### src/rtl/edma_params.svh
`ifndef EDMA_PARAMS_SVH
`define EDMA_PARAMS_SVH

`define EDMA_CHANNELS         8
`define EDMA_DESC_LEN_SHORT   4'h9
`define EDMA_DESC_LEN_LONG    4'hc
`define EDMA_STATUS_SRC_OFS   24'h000001
`define EDMA_STATUS_DESC_OFS  24'h00000d
`define EDMA_LAST_DST_OFS     24'h000001
`define EDMA_RST_ADDR         24'h000000
`define EDMA_RST_TOP          3'h7
`define EDMA_RST_GAP_SEEN     8'hff
`define EDMA_RST_IRQ_LEVEL    2'h1

`endif

### src/rtl/edma_pkg.sv
package edma_pkg;

	typedef enum logic [3:0] {
		S_IDLE   = 4'h0,
		S_WAITG  = 4'h1,
		S_NEXT   = 4'h2,
		S_FETCH  = 4'h3,
		S_SREAD  = 4'h4,
		S_SWRITE = 4'h5,
		S_READ   = 4'h6,
		S_WRITE  = 4'h7,
		S_GAP    = 4'h8
	} edma_state_e;

	typedef enum logic [2:0] {
		K_MEM2MEM = 3'h0,
		K_IOI2MEM = 3'h1,
		K_MEM2IOI = 3'h2,
		K_IOE2MEM = 3'h3,
		K_MEM2IOE = 3'h4
	} edma_kind_e;

	typedef enum logic [1:0] {
		arb_fixed              = 2'h0,
		arb_rotate_per_byte    = 2'h1,
		arb_rotate_per_request = 2'h2
	} edma_arb_e;

	typedef enum logic [1:0] {
		SP_MEM = 2'h0,
		SP_IOI = 2'h1,
		SP_IOE = 2'h2
	} edma_space_e;

	typedef struct packed {
		logic opt_timer_single_byte;
		logic timer;
		logic stop_match;
		logic opt_destination_down;
		logic opt_source_down;
		logic opt_frame_last_handling;
		logic irq;
		logic cyc_repeat;
	} edma_flags_s;

	typedef struct packed {
		logic [3:0] rsvd;
		logic       link_en;
		edma_kind_e kind;
	} edma_mode_s;

	// Byte 0 of the descriptor sits in the low bits
	typedef struct packed {
		logic [23:0] link;
		logic [23:0] dst;
		logic [23:0] src;
		logic [15:0] cnt;
		edma_mode_s  mode;
		edma_flags_s flags;
	} edma_desc_s;

	typedef struct packed {
		logic        rd;
		logic        wr;
		edma_space_e space;
		logic [23:0] addr;
		logic [7:0]  wdata;
	} edma_bus_s;

	typedef struct packed {
		logic       found;
		logic [2:0] idx;
	} edma_pick_s;

endpackage

### src/rtl/edma_top.sv
`timescale 1ns/10ps
// Notes on behaviour
// - Eight identical channels move data without processor involvement.
// - While transferring, the controller owns the address and data bus.
// - All channel addresses are physical and bypass MMU translation.
// - Fixed arbitration: higher-numbered pending channel wins at each new request.
// - Per-byte rotation: priority order rotates after every byte moved.
// - Per-request rotation: priority rotates after each burst-sized request.
// - Priority, interrupt level, arbitration, burst size, gap are global.
// - Bus transfer priority is programmable from 0 through 3.
// - Completion interrupts share one level, 1, 2 or 3.
// - Interrupt only when selected; each channel has its own vector.
// - Channel follows an in-memory descriptor: control, count, addresses, link.
// - Burst and single-cycle modes, burst length from burst size.
// - Memory-memory and memory to/from internal or external I/O.
// - Decrement option steps a memory address downward per byte.
// - Stop-on-match ends the transfer when masked byte equals match byte.
// - Timer pacing requests; option limits each timed request to one byte.
// - Special-last: status to descriptor before last; last byte at offset.
// - Repeat restarts the descriptor instead of stopping at count end.
`include "edma_params.svh"

module edma_top
	import edma_pkg::*;
(
	input  wire logic        I_CLOCK,
	input  wire logic        I_ARST_N,
	input  wire logic [1:0]  I_XFER_PRI,
	input  wire logic [1:0]  I_CPU_PRI,
	input  wire logic [1:0]  I_IRQ_LEVEL,
	input  wire edma_arb_e   I_ARB_MODE,
	input  wire logic [7:0]  I_BURST_SIZE,
	input  wire logic [7:0]  I_GAP_MIN,
	input  wire logic [15:0] I_TIMER_DIV,
	input  wire logic [7:0]  I_MATCH_BYTE,
	input  wire logic [7:0]  I_MATCH_MASK,
	input  wire logic        I_START,
	input  wire logic [2:0]  I_START_CH,
	input  wire logic [23:0] I_DESC_ADDR,
	input  wire logic [7:0]  I_CH_REQ,
	input  wire logic        I_BUS_GNT,
	input  wire logic        I_ACK,
	input  wire logic [7:0]  I_RDATA,
	input  wire logic [7:0]  I_IRQ_ACK,
	output logic             O_BUS_REQ,
	output logic             O_MMU_BYPASS,
	output logic [1:0]       O_BUS_PRI,
	output logic             O_RD,
	output logic             O_WR,
	output edma_space_e      O_SPACE,
	output logic [23:0]      O_ADDR,
	output logic [7:0]       O_WDATA,
	output logic [7:0]       O_CH_ACTIVE,
	output logic [7:0]       O_IRQ_REQ,
	output logic [1:0]       O_IRQ_LEVEL
);

	edma_state_e state_reg;
	logic [2:0]  cur_reg;
	logic [2:0]  top_reg;
	logic [3:0]  fidx_reg;
	logic [7:0]  burst_cnt_reg;
	logic [7:0]  gap_cnt_reg;
	logic        bus_req_reg;
	edma_bus_s   bus_reg;
	logic        match_reg;
	edma_desc_s  desc_q [0:`EDMA_CHANNELS-1];
	logic [23:0] base_q [0:`EDMA_CHANNELS-1];
	logic [7:0]  active_reg;
	logic [7:0]  need_fetch_reg;
	logic [7:0]  status_done_reg;
	logic [7:0]  credit_reg;
	logic [7:0]  done_reg;
	logic [7:0]  irq_pend_reg;
	logic [1:0]  irq_level_reg;
	logic [1:0]  bus_pri_reg;
	logic [15:0] tdiv_cnt_reg;
	logic        tick_reg;
	logic [7:0]  elig;
	logic [7:0]  tick_mask;
	logic [7:0]  burst_len;
	logic        pri_ok;
	edma_desc_s  cur_d;
	edma_pick_s  pick_idle;
	edma_pick_s  pick_go;
	edma_desc_s  go_d;
	logic        go_special;
	logic        last_byte;
	logic [23:0] dst_eff;

	function automatic edma_pick_s arb(input logic [7:0] el, input logic [2:0] top);
		edma_pick_s p;
		logic [2:0] k;
		p = '0;
		for (int i = 0; i < 8; i++) begin
			k = top - i[2:0];
			if (!p.found && el[k]) begin
				p.found = 1'b1;
				p.idx = k;
			end
		end
		return p;
	endfunction

	function automatic logic [23:0] step(input logic [23:0] a, input logic down);
		return down ? a - 24'h1 : a + 24'h1;
	endfunction

	function automatic edma_space_e src_sp(input edma_kind_e k);
		case (k)
			K_IOI2MEM: return SP_IOI;
			K_IOE2MEM: return SP_IOE;
			default:   return SP_MEM;
		endcase
	endfunction

	function automatic edma_space_e dst_sp(input edma_kind_e k);
		case (k)
			K_MEM2IOI: return SP_IOI;
			K_MEM2IOE: return SP_IOE;
			default:   return SP_MEM;
		endcase
	endfunction

	function automatic edma_bus_s mk_bus(input logic rd, input logic wr, input edma_space_e sp,
		input logic [23:0] a, input logic [7:0] d);
		edma_bus_s b;
		b.rd = rd;
		b.wr = wr;
		b.space = sp;
		b.addr = a;
		b.wdata = d;
		return b;
	endfunction

	// Untimed I/O channels wait for their peripheral; timed channels only for a credit
	always_comb begin
		for (int i = 0; i < 8; i++) begin
			tick_mask[i] = tick_reg & desc_q[i].flags.timer;
			elig[i] = active_reg[i] & (need_fetch_reg[i] | (desc_q[i].flags.timer ? credit_reg[i] :
				(desc_q[i].mode.kind == K_MEM2MEM || I_CH_REQ[i])));
		end
	end

	assign pri_ok = I_XFER_PRI > I_CPU_PRI;
	assign burst_len = (I_BURST_SIZE == 8'h0) ? 8'h1 : I_BURST_SIZE;
	assign cur_d = desc_q[cur_reg];
	assign pick_idle = arb(elig, (I_ARB_MODE == arb_fixed) ? `EDMA_RST_TOP : top_reg);
	// Fixed and per-request modes keep the channel for the whole burst
	assign pick_go = (I_ARB_MODE == arb_rotate_per_byte) ? arb(elig, top_reg) :
		edma_pick_s'{found: elig[cur_reg], idx: cur_reg};
	assign go_d = desc_q[pick_go.idx];
	assign go_special = go_d.flags.opt_frame_last_handling && go_d.mode.kind == K_IOI2MEM &&
		go_d.cnt == 16'h1 && !status_done_reg[pick_go.idx];
	assign last_byte = cur_d.cnt == 16'h1 || match_reg;
	assign dst_eff = (cur_d.flags.opt_frame_last_handling && cur_d.mode.kind == K_MEM2IOI && cur_d.cnt == 16'h1) ?
		cur_d.dst + `EDMA_LAST_DST_OFS : cur_d.dst;

	always_ff @(posedge I_CLOCK or negedge I_ARST_N) begin
		if (!I_ARST_N) begin
			tdiv_cnt_reg <= 16'h0;
			tick_reg <= 1'b0;
		end else if (tdiv_cnt_reg >= I_TIMER_DIV) begin
			tdiv_cnt_reg <= 16'h0;
			tick_reg <= 1'b1;
		end else begin
			tdiv_cnt_reg <= tdiv_cnt_reg + 16'h1;
			tick_reg <= 1'b0;
		end
	end

	always_ff @(posedge I_CLOCK or negedge I_ARST_N) begin
		if (!I_ARST_N) begin
			state_reg <= S_IDLE;
			cur_reg <= 3'h0;
			top_reg <= `EDMA_RST_TOP;
			fidx_reg <= 4'h0;
			burst_cnt_reg <= 8'h0;
			gap_cnt_reg <= 8'h0;
			bus_req_reg <= 1'b0;
			bus_reg <= '0;
			match_reg <= 1'b0;
			active_reg <= 8'h0;
			need_fetch_reg <= 8'h0;
			status_done_reg <= 8'h0;
			credit_reg <= 8'h0;
			done_reg <= 8'h0;
			for (int i = 0; i < 8; i++) begin
				desc_q[i] <= '0;
				base_q[i] <= `EDMA_RST_ADDR;
			end
		end else begin
			done_reg <= 8'h0;
			credit_reg <= credit_reg | tick_mask;
			case (state_reg)
				S_IDLE: begin
					if (pick_idle.found && pri_ok) begin
						bus_req_reg <= 1'b1;
						cur_reg <= pick_idle.idx;
						burst_cnt_reg <= 8'h0;
						state_reg <= S_WAITG;
					end
				end
				S_WAITG: begin
					if (I_BUS_GNT) begin
						state_reg <= S_NEXT;
					end
				end
				S_NEXT: begin
					if (!pri_ok || !pick_go.found || burst_cnt_reg >= burst_len) begin
						bus_req_reg <= 1'b0;
						gap_cnt_reg <= 8'h0;
						if (I_ARB_MODE == arb_rotate_per_request) begin
							top_reg <= cur_reg - 3'h1;
						end
						state_reg <= S_GAP;
					end else begin
						cur_reg <= pick_go.idx;
						if (need_fetch_reg[pick_go.idx]) begin
							fidx_reg <= 4'h0;
							bus_reg <= mk_bus(1'b1, 1'b0, SP_MEM, base_q[pick_go.idx], 8'h0);
							state_reg <= S_FETCH;
						end else if (go_special) begin
							bus_reg <= mk_bus(1'b1, 1'b0, src_sp(go_d.mode.kind), go_d.src + `EDMA_STATUS_SRC_OFS, 8'h0);
							state_reg <= S_SREAD;
						end else begin
							bus_reg <= mk_bus(1'b1, 1'b0, src_sp(go_d.mode.kind), go_d.src, 8'h0);
							state_reg <= S_READ;
						end
					end
				end
				S_FETCH: begin
					if (I_ACK) begin
						desc_q[cur_reg][{fidx_reg, 3'h0} +: 8] <= I_RDATA;
						if ((fidx_reg == `EDMA_DESC_LEN_SHORT && !cur_d.mode.link_en) ||
							fidx_reg == `EDMA_DESC_LEN_LONG) begin
							need_fetch_reg[cur_reg] <= 1'b0;
							status_done_reg[cur_reg] <= 1'b0;
							bus_reg <= '0;
							state_reg <= S_NEXT;
						end else begin
							fidx_reg <= fidx_reg + 4'h1;
							bus_reg.addr <= base_q[cur_reg] + {20'h0, fidx_reg} + 24'h1;
						end
					end
				end
				S_SREAD: begin
					if (I_ACK) begin
						bus_reg <= mk_bus(1'b0, 1'b1, SP_MEM, base_q[cur_reg] + `EDMA_STATUS_DESC_OFS, I_RDATA);
						state_reg <= S_SWRITE;
					end
				end
				S_SWRITE: begin
					if (I_ACK) begin
						status_done_reg[cur_reg] <= 1'b1;
						bus_reg <= mk_bus(1'b1, 1'b0, src_sp(cur_d.mode.kind), cur_d.src, 8'h0);
						state_reg <= S_READ;
					end
				end
				S_READ: begin
					if (I_ACK) begin
						match_reg <= cur_d.flags.stop_match &&
							(I_RDATA & I_MATCH_MASK) == (I_MATCH_BYTE & I_MATCH_MASK);
						bus_reg <= mk_bus(1'b0, 1'b1, dst_sp(cur_d.mode.kind), dst_eff, I_RDATA);
						state_reg <= S_WRITE;
					end
				end
				S_WRITE: begin
					if (I_ACK) begin
						bus_reg <= '0;
						match_reg <= 1'b0;
						burst_cnt_reg <= burst_cnt_reg + 8'h1;
						if (src_sp(cur_d.mode.kind) == SP_MEM) begin
							desc_q[cur_reg].src <= step(cur_d.src, cur_d.flags.opt_source_down);
						end
						if (dst_sp(cur_d.mode.kind) == SP_MEM) begin
							desc_q[cur_reg].dst <= step(cur_d.dst, cur_d.flags.opt_destination_down);
						end
						desc_q[cur_reg].cnt <= cur_d.cnt - 16'h1;
						if (I_ARB_MODE == arb_rotate_per_byte) begin
							top_reg <= cur_reg - 3'h1;
						end
						// Credit cleared per byte or per descriptor; a new tick still wins
						if (cur_d.flags.opt_timer_single_byte || last_byte) begin
							credit_reg[cur_reg] <= tick_mask[cur_reg];
						end
						if (last_byte) begin
							done_reg[cur_reg] <= cur_d.flags.irq;
							if (cur_d.flags.cyc_repeat) begin
								need_fetch_reg[cur_reg] <= 1'b1;
							end else if (cur_d.mode.link_en) begin
								base_q[cur_reg] <= cur_d.link;
								need_fetch_reg[cur_reg] <= 1'b1;
							end else begin
								active_reg[cur_reg] <= 1'b0;
							end
						end
						state_reg <= S_NEXT;
					end
				end
				S_GAP: begin
					if (gap_cnt_reg >= I_GAP_MIN) begin
						state_reg <= S_IDLE;
					end else begin
						gap_cnt_reg <= gap_cnt_reg + 8'h1;
					end
				end
				default: begin
					bus_req_reg <= 1'b0;
					bus_reg <= '0;
					state_reg <= S_IDLE;
				end
			endcase
			// Restarting a busy channel takes effect at its next step
			if (I_START) begin
				active_reg[I_START_CH] <= 1'b1;
				need_fetch_reg[I_START_CH] <= 1'b1;
				base_q[I_START_CH] <= I_DESC_ADDR;
			end
		end
	end

	always_ff @(posedge I_CLOCK or negedge I_ARST_N) begin
		if (!I_ARST_N) begin
			irq_pend_reg <= 8'h0;
			irq_level_reg <= `EDMA_RST_IRQ_LEVEL;
			bus_pri_reg <= 2'h0;
		end else begin
			irq_pend_reg <= (irq_pend_reg & ~I_IRQ_ACK) | done_reg;
			irq_level_reg <= (I_IRQ_LEVEL == 2'h0) ? `EDMA_RST_IRQ_LEVEL : I_IRQ_LEVEL;
			bus_pri_reg <= I_XFER_PRI;
		end
	end

	assign O_BUS_REQ = bus_req_reg;
	assign O_MMU_BYPASS = bus_req_reg;
	assign O_BUS_PRI = bus_pri_reg;
	assign O_RD = bus_reg.rd;
	assign O_WR = bus_reg.wr;
	assign O_SPACE = bus_reg.space;
	assign O_ADDR = bus_reg.addr;
	assign O_WDATA = bus_reg.wdata;
	assign O_CH_ACTIVE = active_reg;
	assign O_IRQ_REQ = irq_pend_reg;
	assign O_IRQ_LEVEL = irq_level_reg;

	logic [7:0] low_cnt_reg;
	always_ff @(posedge I_CLOCK or negedge I_ARST_N) begin
		if (!I_ARST_N) begin
			low_cnt_reg <= `EDMA_RST_GAP_SEEN;
		end else if (bus_req_reg) begin
			low_cnt_reg <= 8'h0;
		end else if (low_cnt_reg != 8'hff) begin
			low_cnt_reg <= low_cnt_reg + 8'h1;
		end
	end
endmodule
### config.mk
export PLATFORM = sky130hd
export DESIGN_NAME = edma_top
export DESIGN_NICKNAME = d
export VERILOG_FILES = /design/src/rtl/edma_pkg.sv /design/src/rtl/edma_top.sv
export VERILOG_INCLUDE_DIRS = /design/src /design/src/rtl
export SDC_FILE = /design/constraint.sdc
export NUM_CORES = 2
export LEC_CHECK = 0
export BUFFER_PORTS_ARGS = -buffer_cell sky130_fd_sc_hd__buf_2
export CAP_MARGIN = 30
export CORE_MARGIN = 2
export CORE_UTILIZATION = 50
export CTS_CLUSTER_DIAMETER = 80
export DETAILED_ROUTE_END_ITERATION = 10
export PLACE_DENSITY = 0.69
export SYNTH_ARGS = -nofsm -noshare
export SYNTH_HDL_FRONTEND = slang
export SYNTH_SLANG_ARGS = --single-unit
### constraint.sdc
create_clock -name I_CLOCK -period 11 [get_ports I_CLOCK]
set_clock_uncertainty 0.15 [all_clocks]
set_input_delay 0.55 -clock I_CLOCK [delete_from_list [all_inputs] [get_ports I_CLOCK]]
set_output_delay 0.55 -clock I_CLOCK [all_outputs]
set_load 0.02 [all_outputs]
==> flow_summary.yaml <==
cts:
  clk_pin_slew_ns: 0.06
  hold_buffers: 42
  clock_latency_ns: 0.84
  cts_root_buffer: "clkbuf_16"
  cts_tree: "done"
  clkSinkCount: 1129
  clock_tree.htree_level_count: 4
  clockBufferDepth: 3
  cts_setup_buffers: 0
  cts_buffers: 133
  cts_resized: 0
worst_hold_path:
  worstHoldStart: "I_RDATA[5]"
  hold_depth: 3
  min-delay-path-class: "in -> reg"
  holdPathEnd: "O_WDATA[5]"
die:
  die_h_um: 365
  die_area_um2: 134000
  start_util: 0.504
  ios: 170
  die-width_um: 365
  num_rows: 132
  core_um2: 130000
yosys:
  netlist_instances: 7034
  synth_area_um2: 65300
  synthTopCellsByArea: "dfrtp_1 43%, nand2_1 6.4%, o21ai_0 5.7%"
  synth.most_common_cell: "dfrtp_1"
  async_flop_share: 1.00
  synthTopCellsByCount: "1125 x dfrtp_1, 1115 x nand2_1, 739 x o21ai_0, 392 x clkbuf_1, 348 x nor2_1"
  synth_cell_type_count: 100
  synth_area_per_cell_um2: 9.29
  synth_top_cell_area_share: 0.431
  synth_nets: 7228
  ys.flop_type: "dfrtp_1"
  synth_warnings: 0
  synth_edf_count: 0
  ys_ff_latch: 1129
  seq_area_frac_synth: 0.433
  post-synth-top-area-cell: "dfrtp_1"
placed_design:
  hpwl_um: 185000
  port_buffers: 169
  place_congestion: 1.05
drt:
  antenna_left: 0
  via_per_inst: 7.04
  vias: 62700
  drc: 0
  post_drt_wl_per_cell_um: 31.2
  routed_wl_um: 278000
  drtIter0Drc: 9936
  drt-pass1-iter-count: 10
global_route:
  first_global_vias: 59500
  antenna_found_initial: 17
  grt_remaining_overflow: 0
  grt_pass1_wl_um: 406000
  grt_max_degree: 166
  grt_usage: 0.410
setup_path:
  path_class: "reg -> reg"
  worstPathMaxFanout: 38
  crit_path_end_kind: "register"
  arrival_ns: 8.05
  start_kind: "register"
  r2r_cells: 17
  r2r-end: "O_ADDR[18]"
  cp_slowest_cell: "dfrtp_4"
  r2r_slack_ns: 3.47
  slowest_delay_ns: 0.94
  path_cells: "buf_4 > nor2b_1 > a221oi_1 > o221ai_1 > ha_1 > nand3_1 > or3_1 > nor3_1 > nor3b_1 > nand2_1 > nor3_1 > nand3_1 > nor2_1 > xor2_1 > o21ai_0 > a221oi_1 > o21ai_1"
  rr_startpoint: "cur_reg[2]"
  crit_required_ns: 11.52
cells_and_area:
  largest_reg_flops: 800
  syn_to_final_growth_pct: 12.6
  multi_input_area_um2: 35100
  nets: 7244
  largest_register: "desc_q"
  regArea_um2: 28300
  layout-drive-gt1-share: 0.139
  fill_cells: 11300
sta:
  finalSetupViolations: 0
  min_period_ns: 7.53
  tns_ns: 0
  fin_crit_sh: 0.685
  worstMarginPinSlew_ns: 1.15
  slew_headroom: 0.228
  rsz0062_at_grt: "no"
  hold_viol: 0
  fmax_ghz: 0.133
  final_max_slew_viol_count: 0
power_and_ir_drop:
  power.density_nw_per_um2: 257
  ir_drop_v: 0.000250
  p_leak_nw: 30.3
  power.total_mw: 18.9
run:
  maxCapViolCount: 0
status:
  status: "complete, no violations"
-- logic make-up (layout without fill, tap and decap cells) --
kind of cell | Yosys count | in the layout | share of synthesized area
AO/OA/AOI/OAI | 2305 | 2305 | 0.239
multiplexers | 634 | 634 | 0.109
adder cells (fa/ha/maj) | 82 | 82 | 0.0159
flip-flops | 1129 | 1129 | 0.433
XOR/XNOR | 196 | 196 | 0.0263
AND/OR/NAND/NOR | 2086 | 2086 | 0.141
buffers and inverters | 602 | 723 | 0.0365
other | 0 | 5 | 0
-- cell usage in the layout, fill, tap and decap left out, drive strengths merged, types with 19 or more instances in the layout --
cell and instances:
o221ai 159, a31oi 52, nor3 80, a21o 37, a221oi 93, o21a 175, a22oi 274, xnor2 99
nand4 43, nor4 42, a211oi 30, o21ai 776, o31ai 20, buf 353, nand2b 42, a21oi 181
clkinv 29, and2 19, ha 80, dlygate4sd3 42, and3 71, a22o 85, a311oi 25, nor2b 26
mux2i 325, nand2 1115, dfrtp 1125, o22a 102, mux2 278, a222oi 28, nor2 348, o22ai 109
inv 96, o211ai 66, nand3 201, xor2 97, mux4 31, clkbuf 182, or3 35
-- report_power, final --
| group | switching (mW) | internal [mW] | leakage, nW |
|---|---|---|---|
| logic | 6.26 | 2.43 | 12.7 |
| clock network | 1.97 | 2.80 | 2.27 |
| registers | 0.697 | 4.74 | 15.3 |
| total | 8.92 | 9.97 | 30.3 |
-- cell type report --
type,count,area share
inverters,87,0.00444
repair buffers,396,0.0413
clock buffers,181,0.0514
flip-flops and latches,1129,0.384
well taps,1742,0.0296
diodes,5,0.000170
multi-input cells,5303,0.477
clock inverters,59,0.0118
-- worst max path at each step --
stage	startpoint	to
after CTS	top_reg[0]	O_ADDR[23]
after global routing	cur_reg[2]	desc_q[364]
final	cur_reg[2]	O_ADDR[18]
after floorplan	cur_reg[2]	desc_q[363]
after global placement	cur_reg[1]	O_ADDR[18]
after detailed placement	top_reg[0]	O_ADDR[23]
-- critical path: cells and delay by family, from the launching register on --
kind / cells / cell delay [ns]
buffers and inverters: 1 / 0.59
flip-flops: 1 / 0.94
XOR/XNOR: 1 / 0.56
adder cells (fa/ha/maj): 1 / 0.33
AND/OR/NAND/NOR: 9 / 3.28
AO/OA/AOI/OAI: 5 / 1.45
-- routing by layer --
layer  share of wire  GRT usage
met5         0.00067    0.00254
met4           0.077      0.265
met3            0.14      0.161
met2            0.41      0.581
met1            0.37      0.520
-- per-stage QoR --
step	cell area [um^2]	hold slack, ns	cells	util	setup slack, ns
detailed placement	68400	0.271	8609	0.527	3.78
global placement	68000	0.261	8586	0.524	3.71
floorplan	65300	0.104	7034	-	4.87
finish	73500	0.0711	8902	0.567	3.47
global route	73500	0.0637	8899	0.567	3.20
CTS	73400	0.0240	8891	0.566	3.77
Power figures use the tool's default switching activity.
